## src/design/pfe_pkg.sv

```systemverilog
// package: register map, field layout and reset values of the pin filter and event block
package pfe_pkg;
  localparam int PFE_LINES = 32;
  localparam int PFE_AW = 8;
  // ==============================
  // register offsets (byte addresses)
  localparam logic [7:0] PFE_FILTER_ON_REG = 8'h20;
  localparam logic [7:0] PFE_FILTER_OFF_REG = 8'h24;
  localparam logic [7:0] PFE_FILTER_ACTIVE_STATE = 8'h28;
  localparam logic [7:0] PFE_PIN_LEVEL_READBACK = 8'h3c;
  localparam logic [7:0] PFE_IRQ_ON_REG = 8'h40;
  localparam logic [7:0] PFE_IRQ_OFF_REG = 8'h44;
  localparam logic [7:0] PFE_IRQ_MASK_STATE = 8'h48;
  localparam logic [7:0] PFE_EVENT_PENDING_WORD = 8'h4c;
  localparam logic [7:0] PFE_FILTER_SLOWCLK_OFF_REG = 8'h80;
  localparam logic [7:0] PFE_FILTER_SLOWCLK_ON_REG = 8'h84;
  localparam logic [7:0] PFE_FILTER_SOURCE_STATE = 8'h88;
  localparam logic [7:0] PFE_DEBOUNCE_PRESCALE_REG = 8'h8c;
  localparam logic [7:0] PFE_EXTRA_MODE_ON_REG = 8'hb0;
  localparam logic [7:0] PFE_EXTRA_MODE_OFF_REG = 8'hb4;
  localparam logic [7:0] PFE_EXTRA_MODE_STATE = 8'hb8;
  localparam logic [7:0] PFE_EDGE_CHOOSE_REG = 8'hc0;
  localparam logic [7:0] PFE_LEVEL_CHOOSE_REG = 8'hc4;
  localparam logic [7:0] PFE_EDGE_LEVEL_STATE = 8'hc8;
  localparam logic [7:0] PFE_FALL_LOW_CHOOSE_REG = 8'hd0;
  localparam logic [7:0] PFE_RISE_HIGH_CHOOSE_REG = 8'hd4;
  localparam logic [7:0] PFE_POLARITY_STATE = 8'hd8;
  localparam logic [7:0] PFE_PROTECT_MODE_REG = 8'he4;
  localparam logic [7:0] PFE_PROTECT_STATUS_REG = 8'he8;
  // schmitt enable pair and status
  localparam logic [7:0] PFE_SCHMITT_OFF_REG = 8'hf0;
  localparam logic [7:0] PFE_SCHMITT_ON_REG = 8'hf4;
  localparam logic [7:0] PFE_SCHMITT_STATE = 8'hf8;
  // ==============================
  // protected offsets owned by neighbouring blocks (controller, mux, pulls, etc.)
  localparam logic [7:0] PFE_PROT_LINE_CTL_ON = 8'h00;
  localparam logic [7:0] PFE_PROT_LINE_CTL_OFF = 8'h04;
  localparam logic [7:0] PFE_PROT_DRIVE_ON = 8'h10;
  localparam logic [7:0] PFE_PROT_DRIVE_OFF = 8'h14;
  localparam logic [7:0] PFE_PROT_OPEN_DRAIN_ON = 8'h50;
  localparam logic [7:0] PFE_PROT_OPEN_DRAIN_OFF = 8'h54;
  localparam logic [7:0] PFE_PROT_PULLUP_OFF = 8'h60;
  localparam logic [7:0] PFE_PROT_PULLUP_ON = 8'h64;
  localparam logic [7:0] PFE_PROT_SEL1 = 8'h70;
  localparam logic [7:0] PFE_PROT_SEL2 = 8'h74;
  localparam logic [7:0] PFE_PROT_PULLDN_OFF = 8'h90;
  localparam logic [7:0] PFE_PROT_PULLDN_ON = 8'h94;
  localparam logic [7:0] PFE_PROT_SYNC_WR_ON = 8'ha0;
  localparam logic [7:0] PFE_PROT_SYNC_WR_OFF = 8'ha4;
  // ==============================
  // fields
  localparam int PFE_DIV_W = 14;
  localparam int PFE_PROT_ON_BIT = 0;
  localparam int PFE_KEY_LSB = 8;
  localparam int PFE_KEY_W = 24;
  localparam logic [23:0] PFE_PROT_KEY = 24'ha5c35a; // arbitrary unlock key value
  localparam int PFE_VIOL_FLAG_BIT = 0;
  localparam int PFE_VIOL_SRC_LSB = 8;
  localparam int PFE_VIOL_SRC_W = 16;
  // ==============================
  // reset values
  localparam logic [31:0] PFE_RST_ZERO = 32'h0000_0000;
  localparam logic [31:0] PFE_RST_SCHMITT = 32'hffff_ffff;
  localparam logic [PFE_DIV_W-1:0] PFE_RST_DIV = 14'h0000;
  // ==============================
  // timing: peripheral clock and slow clock rates
  localparam int PFE_CLK_HZ = 10_000_000;
  localparam int PFE_SLCK_HZ = 32_768;
endpackage

```

## src/design/pfe_top.sv

```systemverilog
// pin input filter, change detection and write protection for a 32-line io controller
`timescale 1ns/1ps
// Notes on behaviour
// - each line may filter glitches (fast clock) or debounce pulses (divided slow clock)
// - filter source bit: 0 glitch on fast clock, 1 debounce on slow divided clock
// - debounce period is slow clock period times (prescale plus one)
// - pulses under one selected cycle rejected, two full cycles or more accepted
// - filter on/off registers set and clear the per-line filter active bits
// - filters never touch the raw input passed to on-chip peripherals
// - irq on/off registers set and clear the read-only interrupt mask
// - change detection compares two consecutive fast-clock samples of each line
// - change detection works on every line whatever its configuration
// - without extra modes, any rising or falling edge is an event
// - extra modes switched on and off per line, state readable
// - edge or level detection chosen per line by two write registers
// - polarity chosen by fall/low or rise/high register, meaning follows edge/level
// - event sets pending bit; masked pending bit drives the interrupt output
// - all line requests are ORed into one interrupt output
// - reading the pending word clears at once every pending bit whose line has no event in that cycle
// - level events keep reporting while the level persists, even after reads
// - schmitt trigger enable per line, on after reset, can be disabled
// - protect bit blocks writes to the listed configuration registers
// - blocked write sets a violation flag and records the target offset
// - reading protection status clears the violation flag
// - pin level readback shows the filtered level for lines with the filter active, the synchronised pin for the others
module pfe_top (
  // clock and reset
  input wire logic ref_clk,
  input wire logic rst,
  // slow clock pulse, asynchronous square wave
  input wire logic slow_clk_in,
  // pads
  input wire logic [pfe_pkg::PFE_LINES-1:0] pad_in,
  output logic [pfe_pkg::PFE_LINES-1:0] periph_in,
  output logic [pfe_pkg::PFE_LINES-1:0] schmitt_en,
  // register port
  input wire logic [pfe_pkg::PFE_AW-1:0] reg_addr,
  input wire logic [31:0] reg_wdata,
  input wire logic reg_wr,
  input wire logic reg_rd,
  output logic [31:0] reg_rdata,
  // write enable seen by neighbouring blocks for protected offsets
  output logic prot_wr_ok,
  // interrupt to system controller
  output logic irq
);
  import pfe_pkg::*;

  // ==============================
  // input synchronisers
  logic [PFE_LINES-1:0] pad_s1_q, pad_s2_q, samp_q;
  logic slck_s1_q, slck_s2_q, slck_prev_q;
  always_ff @(posedge ref_clk) begin
    pad_s1_q <= pad_in;
    pad_s2_q <= pad_s1_q;
    slck_s1_q <= slow_clk_in;
    slck_s2_q <= slck_s1_q;
    slck_prev_q <= slck_s2_q;
  end
  // peripherals see the synchronised pin, never the filtered one
  assign periph_in = pad_s2_q;

  // ==============================
  // configuration registers
  logic [PFE_LINES-1:0] filt_act_q, filt_src_q, mask_q, extra_q, lvl_q, pol_q, schm_q;
  logic [PFE_DIV_W-1:0] div_q;
  logic prot_on_q, viol_q;
  logic [PFE_VIOL_SRC_W-1:0] viol_src_q;
  logic wr_is_prot;
  // filter source pair is left writable: only the listed offsets are guarded
  assign wr_is_prot = reg_wr && (reg_addr inside {
    PFE_PROT_LINE_CTL_ON,
    PFE_PROT_LINE_CTL_OFF,
    PFE_PROT_DRIVE_ON,
    PFE_PROT_DRIVE_OFF,
    PFE_FILTER_ON_REG,
    PFE_FILTER_OFF_REG,
    PFE_PROT_OPEN_DRAIN_ON,
    PFE_PROT_OPEN_DRAIN_OFF,
    PFE_PROT_PULLUP_OFF,
    PFE_PROT_PULLUP_ON,
    PFE_PROT_SEL1,
    PFE_PROT_SEL2,
    PFE_PROT_PULLDN_OFF,
    PFE_PROT_PULLDN_ON,
    PFE_PROT_SYNC_WR_ON,
    PFE_PROT_SYNC_WR_OFF});
  logic blocked;
  assign blocked = wr_is_prot && prot_on_q;
  assign prot_wr_ok = !prot_on_q;
  function automatic logic hit(input logic [7:0] off);
    return reg_wr && (reg_addr == off);
  endfunction

  always_ff @(posedge ref_clk) begin
    if (rst) begin
      filt_act_q <= PFE_RST_ZERO;
    end else if (!blocked) begin
      if (hit(PFE_FILTER_ON_REG)) begin
        filt_act_q <= filt_act_q | reg_wdata;
      end else if (hit(PFE_FILTER_OFF_REG)) begin
        filt_act_q <= filt_act_q & ~reg_wdata;
      end
    end
  end

  always_ff @(posedge ref_clk) begin
    if (rst) begin
      filt_src_q <= PFE_RST_ZERO;
      div_q <= PFE_RST_DIV;
    end else begin
      if (hit(PFE_FILTER_SLOWCLK_ON_REG)) begin
        filt_src_q <= filt_src_q | reg_wdata;
      end else if (hit(PFE_FILTER_SLOWCLK_OFF_REG)) begin
        filt_src_q <= filt_src_q & ~reg_wdata;
      end
      if (hit(PFE_DEBOUNCE_PRESCALE_REG)) begin
        div_q <= reg_wdata[PFE_DIV_W-1:0];
      end
    end
  end

  always_ff @(posedge ref_clk) begin
    if (rst) begin
      mask_q <= PFE_RST_ZERO;
    end else if (hit(PFE_IRQ_ON_REG)) begin
      mask_q <= mask_q | reg_wdata;
    end else if (hit(PFE_IRQ_OFF_REG)) begin
      mask_q <= mask_q & ~reg_wdata;
    end
  end

  always_ff @(posedge ref_clk) begin
    if (rst) begin
      extra_q <= PFE_RST_ZERO;
      lvl_q <= PFE_RST_ZERO;
      pol_q <= PFE_RST_ZERO;
    end else begin
      if (hit(PFE_EXTRA_MODE_ON_REG)) begin
        extra_q <= extra_q | reg_wdata;
      end else if (hit(PFE_EXTRA_MODE_OFF_REG)) begin
        extra_q <= extra_q & ~reg_wdata;
      end
      if (hit(PFE_LEVEL_CHOOSE_REG)) begin
        lvl_q <= lvl_q | reg_wdata;
      end else if (hit(PFE_EDGE_CHOOSE_REG)) begin
        lvl_q <= lvl_q & ~reg_wdata;
      end
      if (hit(PFE_RISE_HIGH_CHOOSE_REG)) begin
        pol_q <= pol_q | reg_wdata;
      end else if (hit(PFE_FALL_LOW_CHOOSE_REG)) begin
        pol_q <= pol_q & ~reg_wdata;
      end
    end
  end

  always_ff @(posedge ref_clk) begin
    if (rst) begin
      schm_q <= PFE_RST_SCHMITT;
    end else if (hit(PFE_SCHMITT_ON_REG)) begin
      schm_q <= schm_q | reg_wdata;
    end else if (hit(PFE_SCHMITT_OFF_REG)) begin
      schm_q <= schm_q & ~reg_wdata;
    end
  end
  assign schmitt_en = schm_q;

  always_ff @(posedge ref_clk) begin
    if (rst) begin
      prot_on_q <= 1'b0;
    end else if (hit(PFE_PROTECT_MODE_REG) &&
                 reg_wdata[PFE_KEY_LSB +: PFE_KEY_W] == PFE_PROT_KEY) begin
      prot_on_q <= reg_wdata[PFE_PROT_ON_BIT];
    end
  end

  // violation flag: a new violation wins over the clearing read
  always_ff @(posedge ref_clk) begin
    if (rst) begin
      viol_q <= 1'b0;
      viol_src_q <= '0;
    end else if (blocked) begin
      viol_q <= 1'b1;
      viol_src_q <= {8'h00, reg_addr};
    end else if (reg_rd && reg_addr == PFE_PROTECT_STATUS_REG) begin
      viol_q <= 1'b0;
    end
  end

  // ==============================
  // debounce tick: one pulse every prescale plus one slow clock periods
  // slow edges counted on the fast clock, so slow clock must be far slower
  logic [PFE_DIV_W-1:0] dcnt_q;
  logic dtick;
  logic slck_rise;
  assign slck_rise = slck_s2_q && !slck_prev_q;
  assign dtick = slck_rise && (dcnt_q == div_q);
  always_ff @(posedge ref_clk) begin
    if (rst) begin
      dcnt_q <= '0;
    end else if (slck_rise) begin
      dcnt_q <= (dcnt_q == div_q) ? '0 : dcnt_q + 1'b1;
    end
  end

  // ==============================
  // per-line filter: new level must be stable for two sampling ticks before it is taken
  logic [PFE_LINES-1:0] cand_q, filt_q, filt_lvl;
  always_ff @(posedge ref_clk) begin
    if (rst) begin
      cand_q <= PFE_RST_ZERO;
      filt_q <= PFE_RST_ZERO;
    end else begin
      for (int i = 0; i < PFE_LINES; i++) begin
        // tick is every fast cycle for glitch mode, the divided slow tick for debounce
        if (!filt_src_q[i] || dtick) begin
          cand_q[i] <= pad_s2_q[i];
          if (cand_q[i] == pad_s2_q[i]) begin
            filt_q[i] <= pad_s2_q[i];
          end
        end
      end
    end
  end
  assign filt_lvl = (filt_act_q & filt_q) | (~filt_act_q & pad_s2_q);

  // ==============================
  // event detection on the filtered level
  always_ff @(posedge ref_clk) begin
    if (rst) begin
      samp_q <= PFE_RST_ZERO;
    end else begin
      samp_q <= filt_lvl;
    end
  end
  logic [PFE_LINES-1:0] rise, fall, evt, pend_q;
  assign rise = filt_lvl & ~samp_q;
  assign fall = ~filt_lvl & samp_q;
  // no gating by line configuration: every line is watched
  assign evt = (~extra_q & (rise | fall))
             | (extra_q & ~lvl_q & ((pol_q & rise) | (~pol_q & fall)))
             | (extra_q & lvl_q & ((pol_q & filt_lvl) | (~pol_q & ~filt_lvl)));

  always_ff @(posedge ref_clk) begin
    if (rst) begin
      pend_q <= PFE_RST_ZERO;
    end else if (reg_rd && reg_addr == PFE_EVENT_PENDING_WORD) begin
      pend_q <= evt;
    end else begin
      pend_q <= pend_q | evt;
    end
  end
  assign irq = |(pend_q & mask_q);

  // ==============================
  // read data, valid the cycle after the strobe
  always_ff @(posedge ref_clk) begin
    if (rst) begin
      reg_rdata <= PFE_RST_ZERO;
    end else if (reg_rd) begin
      unique case (reg_addr)
        PFE_FILTER_ACTIVE_STATE: reg_rdata <= filt_act_q;
        PFE_PIN_LEVEL_READBACK: reg_rdata <= filt_lvl;
        PFE_IRQ_MASK_STATE: reg_rdata <= mask_q;
        PFE_EVENT_PENDING_WORD: reg_rdata <= pend_q;
        PFE_FILTER_SOURCE_STATE: reg_rdata <= filt_src_q;
        PFE_DEBOUNCE_PRESCALE_REG: reg_rdata <= {18'h00000, div_q};
        PFE_EXTRA_MODE_STATE: reg_rdata <= extra_q;
        PFE_EDGE_LEVEL_STATE: reg_rdata <= lvl_q;
        PFE_POLARITY_STATE: reg_rdata <= pol_q;
        PFE_PROTECT_MODE_REG: reg_rdata <= {31'h00000000, prot_on_q};
        PFE_PROTECT_STATUS_REG: reg_rdata <= {8'h00, viol_src_q, 7'h00, viol_q};
        PFE_SCHMITT_STATE: reg_rdata <= schm_q;
        default: reg_rdata <= PFE_RST_ZERO;
      endcase
    end
  end
endmodule // pfe_top

```

## config.mk

```make
export PLATFORM = sky130hd
export DESIGN_NAME = pfe_top
export DESIGN_NICKNAME = d
export VERILOG_FILES = /design/src/design/pfe_pkg.sv /design/src/design/pfe_top.sv
export SDC_FILE = /design/constraint.sdc
export NUM_CORES = 1
export LEC_CHECK = 0
export ABC_AREA = 1
export BUFFER_PORTS_ARGS = -buffer_cell sky130_fd_sc_hd__buf_4
export CAP_MARGIN = 20
export CORE_MARGIN = 2
export CORE_UTILIZATION = 43
export DETAILED_ROUTE_END_ITERATION = 10
export PLACE_DENSITY = 0.68
export SKIP_CTS_REPAIR_TIMING = 1
export SLEW_MARGIN = 30
export SYNTH_ARGS = -nofsm -noshare
export SYNTH_HDL_FRONTEND = slang
export SYNTH_SLANG_ARGS = --single-unit
```

## constraint.sdc

```tcl
create_clock -name ref_clk -period 2.7 [get_ports ref_clk]
set_input_delay 0.27 -clock ref_clk [delete_from_list [all_inputs] [get_ports ref_clk]]
set_output_delay 0.27 -clock ref_clk [all_outputs]
set_load 0.01 [all_outputs]
```

Word level (Yosys, flattened, before mapping). Index checks and enable logic that the tools add are counted.

Input port bits: 77. Register bits after elaboration: 489. Word-level logic and storage cells: 353. Output and inout port bits: 98.

Reduce and logical (&&, ||, !) cells: 133. Add/subtract/negate cells: 1. Equality and inequality tests: 73. Multiplexer cells: 19. Bitwise operators: 43.

Operators by type and width (count): 32-bit bitwise AND (21); 32-bit two-way mux (15); 32-bit OR (14); 32-bit case mux with 12 select lines (1); 32-bit NOT (7); 8-bit equality test (second input constant) (22); 8-bit by 7-bit equality test with 1-bit output (second input constant) (10); 2-bit AND reduction (33); 1-bit zero test (34); 1-bit equality test (32); 8-bit by 6-bit equality test with 1-bit output (second input constant) (4); 1-bit logical OR (32); 32-bit OR reduction (1); 24-bit equality test (second input constant) (1); 1-bit logical AND (23); 8-bit by 5-bit equality test with 1-bit output (second input constant) (2); 16-bit nonzero test (1); 2-bit nonzero test (8); 14-bit by 1-bit adder with 14-bit output (second input constant) (1); 14-bit equality test (1); 14-bit two-way mux (1); 8-bit by 3-bit equality test with 1-bit output (second input constant) (1); 8-bit zero test (1); 1-bit two-way mux (2); 1-bit NOT (1).

Depth between registers and ports, before layout. Gate-level depths: netlist of run 1.

Depth in word-level cells: 12. Mapped depth: 13. Depth with buffers taken out: 11.

Worst setup path after synthesis of run 1. Ideal clock, no wire load.

Path kind: reg-to-reg. Start point: register (tool-made name). End point: register pend_q[30]. Data required time: 2.643 ns. Buffers on the path: 0. Data arrival time: 1.565 ns. Stages on the path, launching flop included: 10. Clock period less this slack: 1.622 ns. Path slack: 1.078 ns. Path through: dfxtp_1 > inv_1 > or2_2 > o21ai_0 > inv_1 > ha_1 > or2_2 > nand3_1 > nand2_1 > inv_1.

RTL lines: to (signal assigned) (line pfe_top.sv:248) `pend_q <= evt;`; to (signal assigned) (line pfe_top.sv:250) `pend_q <= pend_q | evt;`; to (decl) (line pfe_top.sv:236) `logic [PFE_LINES-1:0] rise, fall, evt, pend_q;`.

Final worst setup path of run 1.
Start point: register pend_q[12]. End point: output port irq.

Longest elaborated chain between the ends: 2.

RTL lines: 32-bit bitwise AND (line pfe_top.sv:253) `assign irq = |(pend_q & mask_q);`; 32-bit OR reduction (line pfe_top.sv:253); to (decl) (line pfe_top.sv:45) `output logic irq`.

Every way passes these cells.

==> impl_metrics.json, run 1 <==
{
  "status": "complete, but fails checks",
  "violations": "negative hold slack",
  "critPathLaunch": "pend_q[12]",
  "place_congestion": 0.917,
  "comb_power_share": 0.069,
  "peakVddDrop_mv": 0.471,
  "pwr-share-seq": 0.467,
  "crit_buf_inv": 2,
  "place_ws_ns": 0.435,
  "p_leak_nw": 11.0,
  "layout-drive-gt1-share": 0.104,
  "crit_slowest_cell": "a221oi_1",
  "worst_pin_slew_ns": 0.793,
  "cts-root-buf": "clkbuf_16",
  "overflow": 0,
  "fin_util": 0.524,
  "viasPerCell": 5.44,
  "switching_power_w": 0.00392,
  "cts_buffers": 54,
  "cts_max_level": 2,
  "fill_cells": 5036,
  "regArea_um2": 9790,
  "yosysWarnings": 0,
  "final_common_cell": "nand2_1",
  "timing.max_slew.rel_slack": 0.466,
  "clk_latency_ns": 0.61,
  "swShare": 0.243,
  "final.setup.tns_ns": 0,
  "max_stage_delay_ns": 0.34,
  "clock_path_buffers": 3,
  "port_buffers": 174,
  "arrival_ns": 2.21,
  "cp-end-kind": "primary output",
  "rsz0062_at_grt": "false",
  "timing.final.ws_setup_ns": 0.216,
  "std_cell_rows": 83,
  "synth_nets": 3385,
  "tritoncts": "done",
  "fmax_mhz": 403,
  "multi_input_area_um2": 11000,
  "path_clk_slew_ns": 0.06,
  "clock_sinks": 489,
  "start_kind": "register",
  "ys_ff_latch": 489,
  "drc": 0,
  "syn_inst": 3243,
  "internal_power_w": 0.0122,
  "syn-cell-area_um2": 22500,
  "first_iter_violations": 2466,
  "hp-start": "reg_addr[7]",
  "clkPwrFrac": 0.465,
  "antenna_found_initial": 1,
  "ys_seq_area_frac": 0.434,
  "firstDrtPassIters": 6,
  "die-area_um2": 54300,
  "post_drt_wl_per_cell_um": 18.8,
  "top_layer": "met5",
  "holdWs_ns": -0.0112,
  "dpl_cell_area_um2": 24600,
  "power.density_nw_per_um2": 597,
  "ioPinCount": 175,
  "met3RoutedLength_um": 7350,
  "synth_async_sr_flop_share": 0,
  "r2r_start": "periph_in[30]",
  "grt_usage": 0.281,
  "stdcell_count": 4152,
  "drv_slew": 0,
  "worstSetupPathType": "reg -> out",
  "finalSetupViolations": 0,
  "ant_nets": 0,
  "synth-edff-count": 0,
  "max_cap_viol_count": 0,
  "ys_dominant_reg_cell": "dfxtp_1",
  "fin_area_um2": 27100,
  "via_count": 22600,
  "layout_common_cells": "nand2_1 (954), dfxtp_1 (489), a21oi_1 (379)",
  "dp_cells": 3991,
  "core_um2": 51600,
  "critPathMaxFanout": 3,
  "totalWireLength_um": 78000,
  "hpwl_um": 50400,
  "syn_area_per_cell_um2": 6.95,
  "required_ns": 2.43,
  "wl_met1_um": 33800,
  "die_h_um": 233,
  "area_growth_syn_to_layout_pct": 20.0,
  "fin_crit_ns": 2.48,
  "grt_pass1_vias": 20400,
  "synth_cell_types": 39,
  "hold_viol": 1,
  "met2_length_um": 34300,
  "initial_core_util": 0.437,
  "diodes": 0,
  "grt_max_degree": 128,
  "die_w_um": 233,
  "path_cells": "nand2_1 > nand2_1 > a221oi_1 > nor3b_1 > buf_4 > nand4_1 > buf_4",
  "post-route-period-util": 0.920,
  "final_nets": 3573,
  "hp-class": "in -> reg",
  "path_delay_family": "simple AND/OR/NAND/NOR gates",
  "skew_ns": 0.0152,
  "grt_pass1_wl_um": 118000
}
[cells by family after synthesis]
| logic type | after synthesis | share of synthesized area |
|---|---|---|
| buffers and inverters | 450 | 0.0787 |
| xor gates and xnor gates | 37 | 0.0144 |
| DFF | 489 | 0.434 |
| AOI/OAI and AO/OA | 794 | 0.185 |
| and+or+nand+nor | 1408 | 0.252 |
| adders and majority gates | 65 | 0.0361 |
[metal layers]
metal | vias to the layer above | GRT usage
li1 | 10900 | -
met1 | 10500 | 0.386
met2 | 980 | 0.440
met3 | 168 | 0.0540
met4 | 2 | 0.0951
met5 | - | 0
[power groups by stage]
stage / Sequential (W) / Combinational (W) / Clock [W]
floorplan: 0.00767 / 0.000608 / 0
global placement: 0.00770 / 0.00100 / 0
detailed placement: 0.00770 / 0.00101 / 0
CTS: 0.00754 / 0.00102 / 0.00760
global route: 0.00756 / 0.00122 / 0.00789
finish: 0.00754 / 0.00111 / 0.00751
[through the flow]
step	power, W	hold WS, ns
finish	0.0162	-0.0112
CTS	0.0162	-0.268
detailed placement	0.00871	0.312
floorplan	0.00828	0.298
global route	0.0167	0.00179
global placement	0.00870	0.310
[worst min-delay path, stage by stage]
cell and delay [ns]:
buf_4 0.14, inv_1 0.08, a21oi_1 0.07
[path summary, 6_finish.rpt]
kind	endpoint	slack, ns	depth (start not counted)
worst max-delay path	irq	0.22	7
worst min-delay path	viol_src_q[7]	-0.01	3
worst min register to register	periph_in[15]	0.32	0
worst max register to register	pend_q[30]	0.85	7
[Yosys cell counts (all sizes together) (2+ instances only)]
| master | n | area (um^2) |
|---|---|---|
| o221ai | 11 | 96.3 |
| a22o | 5 | 43.8 |
| nor3b | 2 | 15.0 |
| ha | 65 | 813 |
| xor2 | 5 | 43.8 |
| or2 | 6 | 37.5 |
| inv | 277 | 1040 |
| dfxtp | 489 | 9790 |
| buf | 72 | 355 |
| clkbuf | 100 | 375 |
| a211oi | 3 | 22.5 |
| a31oi | 8 | 50.1 |
| a221oi | 6 | 52.6 |
| nor3 | 11 | 65.1 |
| a21oi | 379 | 1900 |
| nor2 | 213 | 840 |
| nand3 | 207 | 1050 |
| o21ai | 344 | 1720 |
| nor4 | 2 | 12.5 |
| o2111ai | 2 | 17.5 |
| o22ai | 2 | 12.5 |
| a41oi | 2 | 17.5 |
| a21boi | 8 | 60.1 |
| nand2 | 958 | 3600 |
| xnor2 | 32 | 280 |
| o211ai | 23 | 173 |
| nand4 | 8 | 50.1 |
[final cells by class]
cell class | instances | share of cell area
multi-input combinational | 2304 | 0.407
sequential | 489 | 0.362
timing repair buffer | 304 | 0.0947
clock buffer | 85 | 0.0621
inverter | 278 | 0.0386
tap | 680 | 0.0314
clock inverter | 12 | 0.00430
(Power assumes the default switching activity.)
==> run 2: changes to the inputs <==
ABC_AREA = default   (was 1)
==> run 2 against run 1 <==
Net effect: the flow still finishes with violations (negative hold slack); worst setup slack worse by 0.17 ns; sequential share of layout area shrank 0.17 points; clock power is 0.8% higher; non-clock buffer count is 6 lower; combinational power rose by 14%; clock skew grew 0.012 ns; worst hold slack worse by 0.0038 ns; fmax down 6.3%; sequential cell count did not move; sequential power barely moved; critical path depth decreased by 2; largest cell class unchanged.
==> impl_metrics.json, run 2 <==
{
  "status": "complete, but fails checks",
  "violations": "negative hold slack",
  "hpwl_um": 50500,
  "layout-drive-gt1-share": 0.149,
  "multi_input_area_um2": 12000,
  "grt_pass1_vias": 19400,
  "regArea_um2": 9790,
  "post_drt_wl_per_cell_um": 22.1,
  "layout_common_cells": "dfxtp_1 (489), nand2_1 (255), a21oi_1 (250)",
  "synth_top_area_frac": 0.429,
  "first_iter_violations": 2296,
  "pwr-share-seq": 0.461,
  "die_h_um": 234,
  "area_growth_syn_to_layout_pct": 19.0,
  "peakVddDrop_mv": 0.483,
  "grt_max_degree": 151,
  "critPathMaxFanout": 3,
  "synth_commonest_cells": "dfxtp_1 (489), nand2_1 (255), a21oi_1 (250)",
  "die-area_um2": 55000,
  "power.density_nw_per_um2": 603,
  "arrival_ns": 2.38,
  "place_congestion": 0.918,
  "ys_dominant_reg_cell": "dfxtp_1",
  "clk_latency_ns": 0.62,
  "clkPwrFrac": 0.462,
  "synth_cell_types": 69,
  "final_common_cell": "dfxtp_1",
  "clock_path_buffers": 3,
  "fmax_mhz": 377,
  "yosysWarnings": 0,
  "hold_viol": 7,
  "start_kind": "register",
  "worst_pin_slew_ns": 0.807,
  "holdWs_ns": -0.0151,
  "syn_inst": 2570,
  "die_w_um": 234,
  "synth-edff-count": 0,
  "cts-root-buf": "clkbuf_16",
  "tritoncts": "done",
  "cts_max_level": 2,
  "hp-start": "reg_wdata[6]",
  "initial_core_util": 0.435,
  "hp-class": "in -> reg",
  "overflow": 0,
  "fin_crit_ns": 2.65,
  "reg2regPathDepth": 6,
  "ys_seq_area_frac": 0.429,
  "antenna_found_initial": 0,
  "yosysTopAreaCell": "dfxtp_1",
  "core_um2": 52600,
  "totalWireLength_um": 76100,
  "std_cell_rows": 84,
  "r2r_setup_slack_ns": 0.40,
  "worstSetupPathType": "reg -> out",
  "drc": 0,
  "min_delay_path_depth": 2,
  "final_nets": 2853,
  "clock_sinks": 489,
  "switching_power_w": 0.00408,
  "drv_slew": 0,
  "synth_async_sr_flop_share": 0,
  "cp-end-kind": "primary output",
  "ys_ff_latch": 489,
  "syn-cell-area_um2": 22800,
  "synth_nets": 2712,
  "timing.max_slew.rel_slack": 0.462,
  "firstDrtPassIters": 5,
  "syn_area_per_cell_um2": 8.89,
  "via_count": 21000,
  "grt_usage": 0.267,
  "fill_cells": 4795,
  "p_leak_nw": 10.6,
  "internal_power_w": 0.0123,
  "r2r_start": "div_q[13]",
  "skew_ns": 0.0268,
  "diodes": 0,
  "viasPerCell": 6.11,
  "max_cap_viol_count": 0,
  "port_buffers": 174,
  "worstReg2RegEnd": "filt_q[24]",
  "ioPinCount": 175,
  "required_ns": 2.43,
  "cts_buffers": 55,
  "post-route-period-util": 0.982,
  "post-synth-top-count-cell": "dfxtp_1",
  "comb_power_share": 0.077,
  "finalSetupViolations": 0,
  "path_clk_slew_ns": 0.06,
  "power_w": 0.0164,
  "ant_nets": 0,
  "synth.area.top_cells": "dfxtp_1 (43%), mux2i_1 (7.0%), a21oi_1 (5.5%)",
  "swShare": 0.249,
  "grt_pass1_wl_um": 114000
}
-- run 2: cell types whose count changed in the layout (fill, tap and decap cells not counted), moves of 46 or more --
cell / previous run / this run
inv_1: 270 / 67
nor2b_1: 0 / 55
o21ai_1: 46 / 0
mux2i_1: 0 / 160
nand2_1: 954 / 255
a21oi_1: 379 / 250
a22oi_1: 0 / 51
nand3_1: 205 / 122
a311oi_1: 0 / 101
o21ai_0: 298 / 50
-- run 2: area by class of cell --
class | count | area share
clock inverters | 14 | 0.00520
flip-flops and latches | 489 | 0.360
well taps | 688 | 0.0317
inverters | 67 | 0.00925
clock buffers | 81 | 0.0613
multi-input cells | 1800 | 0.440
repair buffers | 298 | 0.0927
-- run 2: logic make-up after synthesis --
logic type | count (synthesis) | share of synthesized area
buf+inv | 281 | 0.0509
xor+xnor | 28 | 0.0107
compound gates | 793 | 0.245
mux | 176 | 0.0780
simple gates | 738 | 0.151
flops | 489 | 0.429
fa+ha+maj | 65 | 0.0356
-- run 2: worst max path at each step --
stage                               to   startpoint  slack, ns  cells past startpoint
after floorplan               register  reg_addr[3]       0.68                      7
after global placement       prot_on_q  reg_addr[5]       0.37                      6
after detailed placement  reg_rdata[0]  reg_addr[5]       0.35                      6
after CTS                          irq   pend_q[25]      -0.04                      5
after global routing               irq    pend_q[6]     -0.008                      5
final                              irq    pend_q[6]       0.05                      5
-- run 2: metal layers --
| metal | global-route usage | share of wire |
|---|---|---|
| met1 | 0.354 | 0.41 |
| met2 | 0.423 | 0.46 |
| met3 | 0.0528 | 0.091 |
| met4 | 0.115 | 0.039 |
| met5 | 0 | 0 |
-- run 2: power by group through the flow --
| stage | Combinational (W) | Sequential (W) | Clock [W] |
|---|---|---|---|
| finish | 0.00126 | 0.00756 | 0.00757 |
| detailed placement | 0.00118 | 0.00771 | 0 |
| CTS | 0.00118 | 0.00755 | 0.00768 |
| global placement | 0.00114 | 0.00770 | 0 |
| floorplan | 0.000730 | 0.00766 | 0 |
| global route | 0.00136 | 0.00757 | 0.00796 |
-- run 2: critical path, stage by stage, from the launching register on --
cell	delay, ns
dfxtp_1	0.35
a22o_1	0.30
a221oi_2	0.18
nand3_1	0.16
or4_4	0.60
buf_4	0.17
-- run 2: metrics by stage --
stage | cells | instance area (um^2) | setup WS (ns) | utilization | TNS (ns)
final | 3437 | 27200 | 0.0487 | 0.518 | 0
after global routing | 3437 | 27200 | -0.00785 | 0.518 | -0.00785
after CTS | 3389 | 26700 | -0.0395 | 0.508 | -0.0395
after detailed placement | 3294 | 24900 | 0.349 | 0.474 | 0
after global placement | 3294 | 24900 | 0.374 | 0.474 | 0
after floorplan | 2570 | 22800 | 0.685 | - | 0
==> run 3: changes to the inputs <==
CORE_MARGIN = 1   (was 2)
==> run 3 against run 2 <==
Net effect: worst hold slack worse by 0.0037 ns; sequential cell count unchanged; first-iteration DRC count down 3.4%; the run still ends with negative hold slack left; highest routed layer unchanged; final cell count about the same; total power about the same; sequential share of layout area about the same; clock power about the same.
==> impl_metrics.json, run 3 (synthesized netlist as in run 2, its figures left out) <==
{
  "antenna_found_initial": 1,
  "clkPwrFrac": 0.462,
  "arrival_ns": 2.42,
  "peakVddDrop_mv": 0.464,
  "tritoncts": "done",
  "pwr-share-seq": 0.461,
  "layout-drive-gt1-share": 0.147,
  "timing.max_slew.rel_slack": 0.395,
  "fin_util": 0.518,
  "internal_power_w": 0.0124,
  "post_drt_wl_per_cell_um": 22.1,
  "skew_ns": 0.0208,
  "ant_nets": 0,
  "grt_usage": 0.273,
  "core_um2": 52600,
  "status": "complete, but fails checks",
  "hp-class": "in -> reg",
  "cts_buffers": 53,
  "final.setup.tns_ns": 0,
  "drv_slew": 0,
  "fin_crit_ns": 2.69,
  "timing.final.ws_setup_ns": 0.00913,
  "clock_sinks": 489,
  "ioPinCount": 175,
  "max_stage_delay_ns": 0.57,
  "max_cap_viol_count": 0,
  "layout_common_cells": "dfxtp_1 (489), nand2_1 (255), a21oi_1 (250)",
  "via_count": 21000,
  "std_cell_rows": 84,
  "violations": "negative hold slack",
  "crit_buf_inv": 1,
  "post-route-period-util": 0.997,
  "place_congestion": 0.942,
  "required_ns": 2.43,
  "die_w_um": 232,
  "totalWireLength_um": 75900,
  "place_ws_ns": 0.433,
  "r2r_setup_slack_ns": 0.45,
  "finalSetupViolations": 0,
  "comb_power_share": 0.077,
  "start_kind": "register",
  "die_h_um": 232,
  "switching_power_w": 0.00399,
  "holdWs_ns": -0.0188,
  "final_common_cell": "dfxtp_1",
  "cts_max_level": 2,
  "first_iter_violations": 2219,
  "critPathMaxFanout": 3,
  "cts-root-buf": "clkbuf_16",
  "overflow": 0,
  "hold_viol": 13,
  "final_nets": 2851,
  "swShare": 0.244,
  "path_delay_family": "simple AND/OR/NAND/NOR gates",
  "p_leak_nw": 10.6,
  "initial_core_util": 0.435,
  "power.density_nw_per_um2": 602,
  "drc": 0,
  "cp-end-kind": "primary output",
  "viasPerCell": 6.09,
  "crit_slowest_cell": "or4_4",
  "dp_cells": 3297,
  "worst_pin_slew_ns": 0.907,
  "grt_pass1_vias": 19300,
  "die-area_um2": 54100,
  "stdcell_count": 3439,
  "grt_pass1_wl_um": 115000,
  "path_clk_slew_ns": 0.06,
  "hpwl_um": 50600,
  "port_buffers": 174,
  "fmax_mhz": 372,
  "rsz0062_at_grt": "false",
  "path_cells": "a22o_1 > a221oi_1 > nand3_1 > or4_4 > buf_4",
  "diodes": 0,
  "clock_path_buffers": 3,
  "firstDrtPassIters": 8,
  "grt_max_degree": 158,
  "clk_latency_ns": 0.62,
  "area_growth_syn_to_layout_pct": 19.1,
  "worstSetupPathType": "reg -> out"
}
[run 3: cell count changes in the layout (fill, tap and decap cells not counted), moves of 2 or more]
cell           change
a221oi_1           +2
a221oi_2           -2
buf_12             +3
bufinv_16          +3
clkbuf_1           +7
clkbuf_16          -3
clkinv_2           -3
dlygate4sd3_1      -3
[run 3: through the flow]
stage | area (um^2) | power [W]
after floorplan | 22800 | 0.00839
after global placement | 25000 | 0.00885
after detailed placement | 25000 | 0.00889
after CTS | 26800 | 0.0164
after global routing | 27200 | 0.0170
final | 27200 | 0.0164
[run 3: worst paths after layout]
path | startpoint | end | cells past startpoint
min reg2reg | pad_s1_q[13] | periph_in[13] | 0
max | pend_q[6] | irq | 5
max reg2reg | div_q[13] | filt_q[30] | 6
min | reg_wdata[24] | register | 2
[run 3: layout make-up]
type	count	area (um^2)
fill	4810	25300
multi-input combinational	1800	12000
sequential	489	9790
timing repair buffer	298	2550
clock buffer	84	1600
tap	688	861
inverter	67	251
clock inverter	13	204
[run 3: per-layer routing]
layer / routed length (um) / track usage / vias up
met5: 0 / 0 / -
met1: 32000 / 0.366 / 10100
met3: 6420 / 0.0447 / 182
li1: - / - / 9680
met2: 34500 / 0.435 / 965
met4: 3000 / 0.114 / 0
[run 3: power groups by stage]
stage	registers, W	logic (W)	clock network [W]
floorplan	0.00766	0.000730	0
global placement	0.00771	0.00115	0
detailed placement	0.00771	0.00118	0
CTS	0.00756	0.00118	0.00770
global route	0.00758	0.00135	0.00803
finish	0.00756	0.00126	0.00757
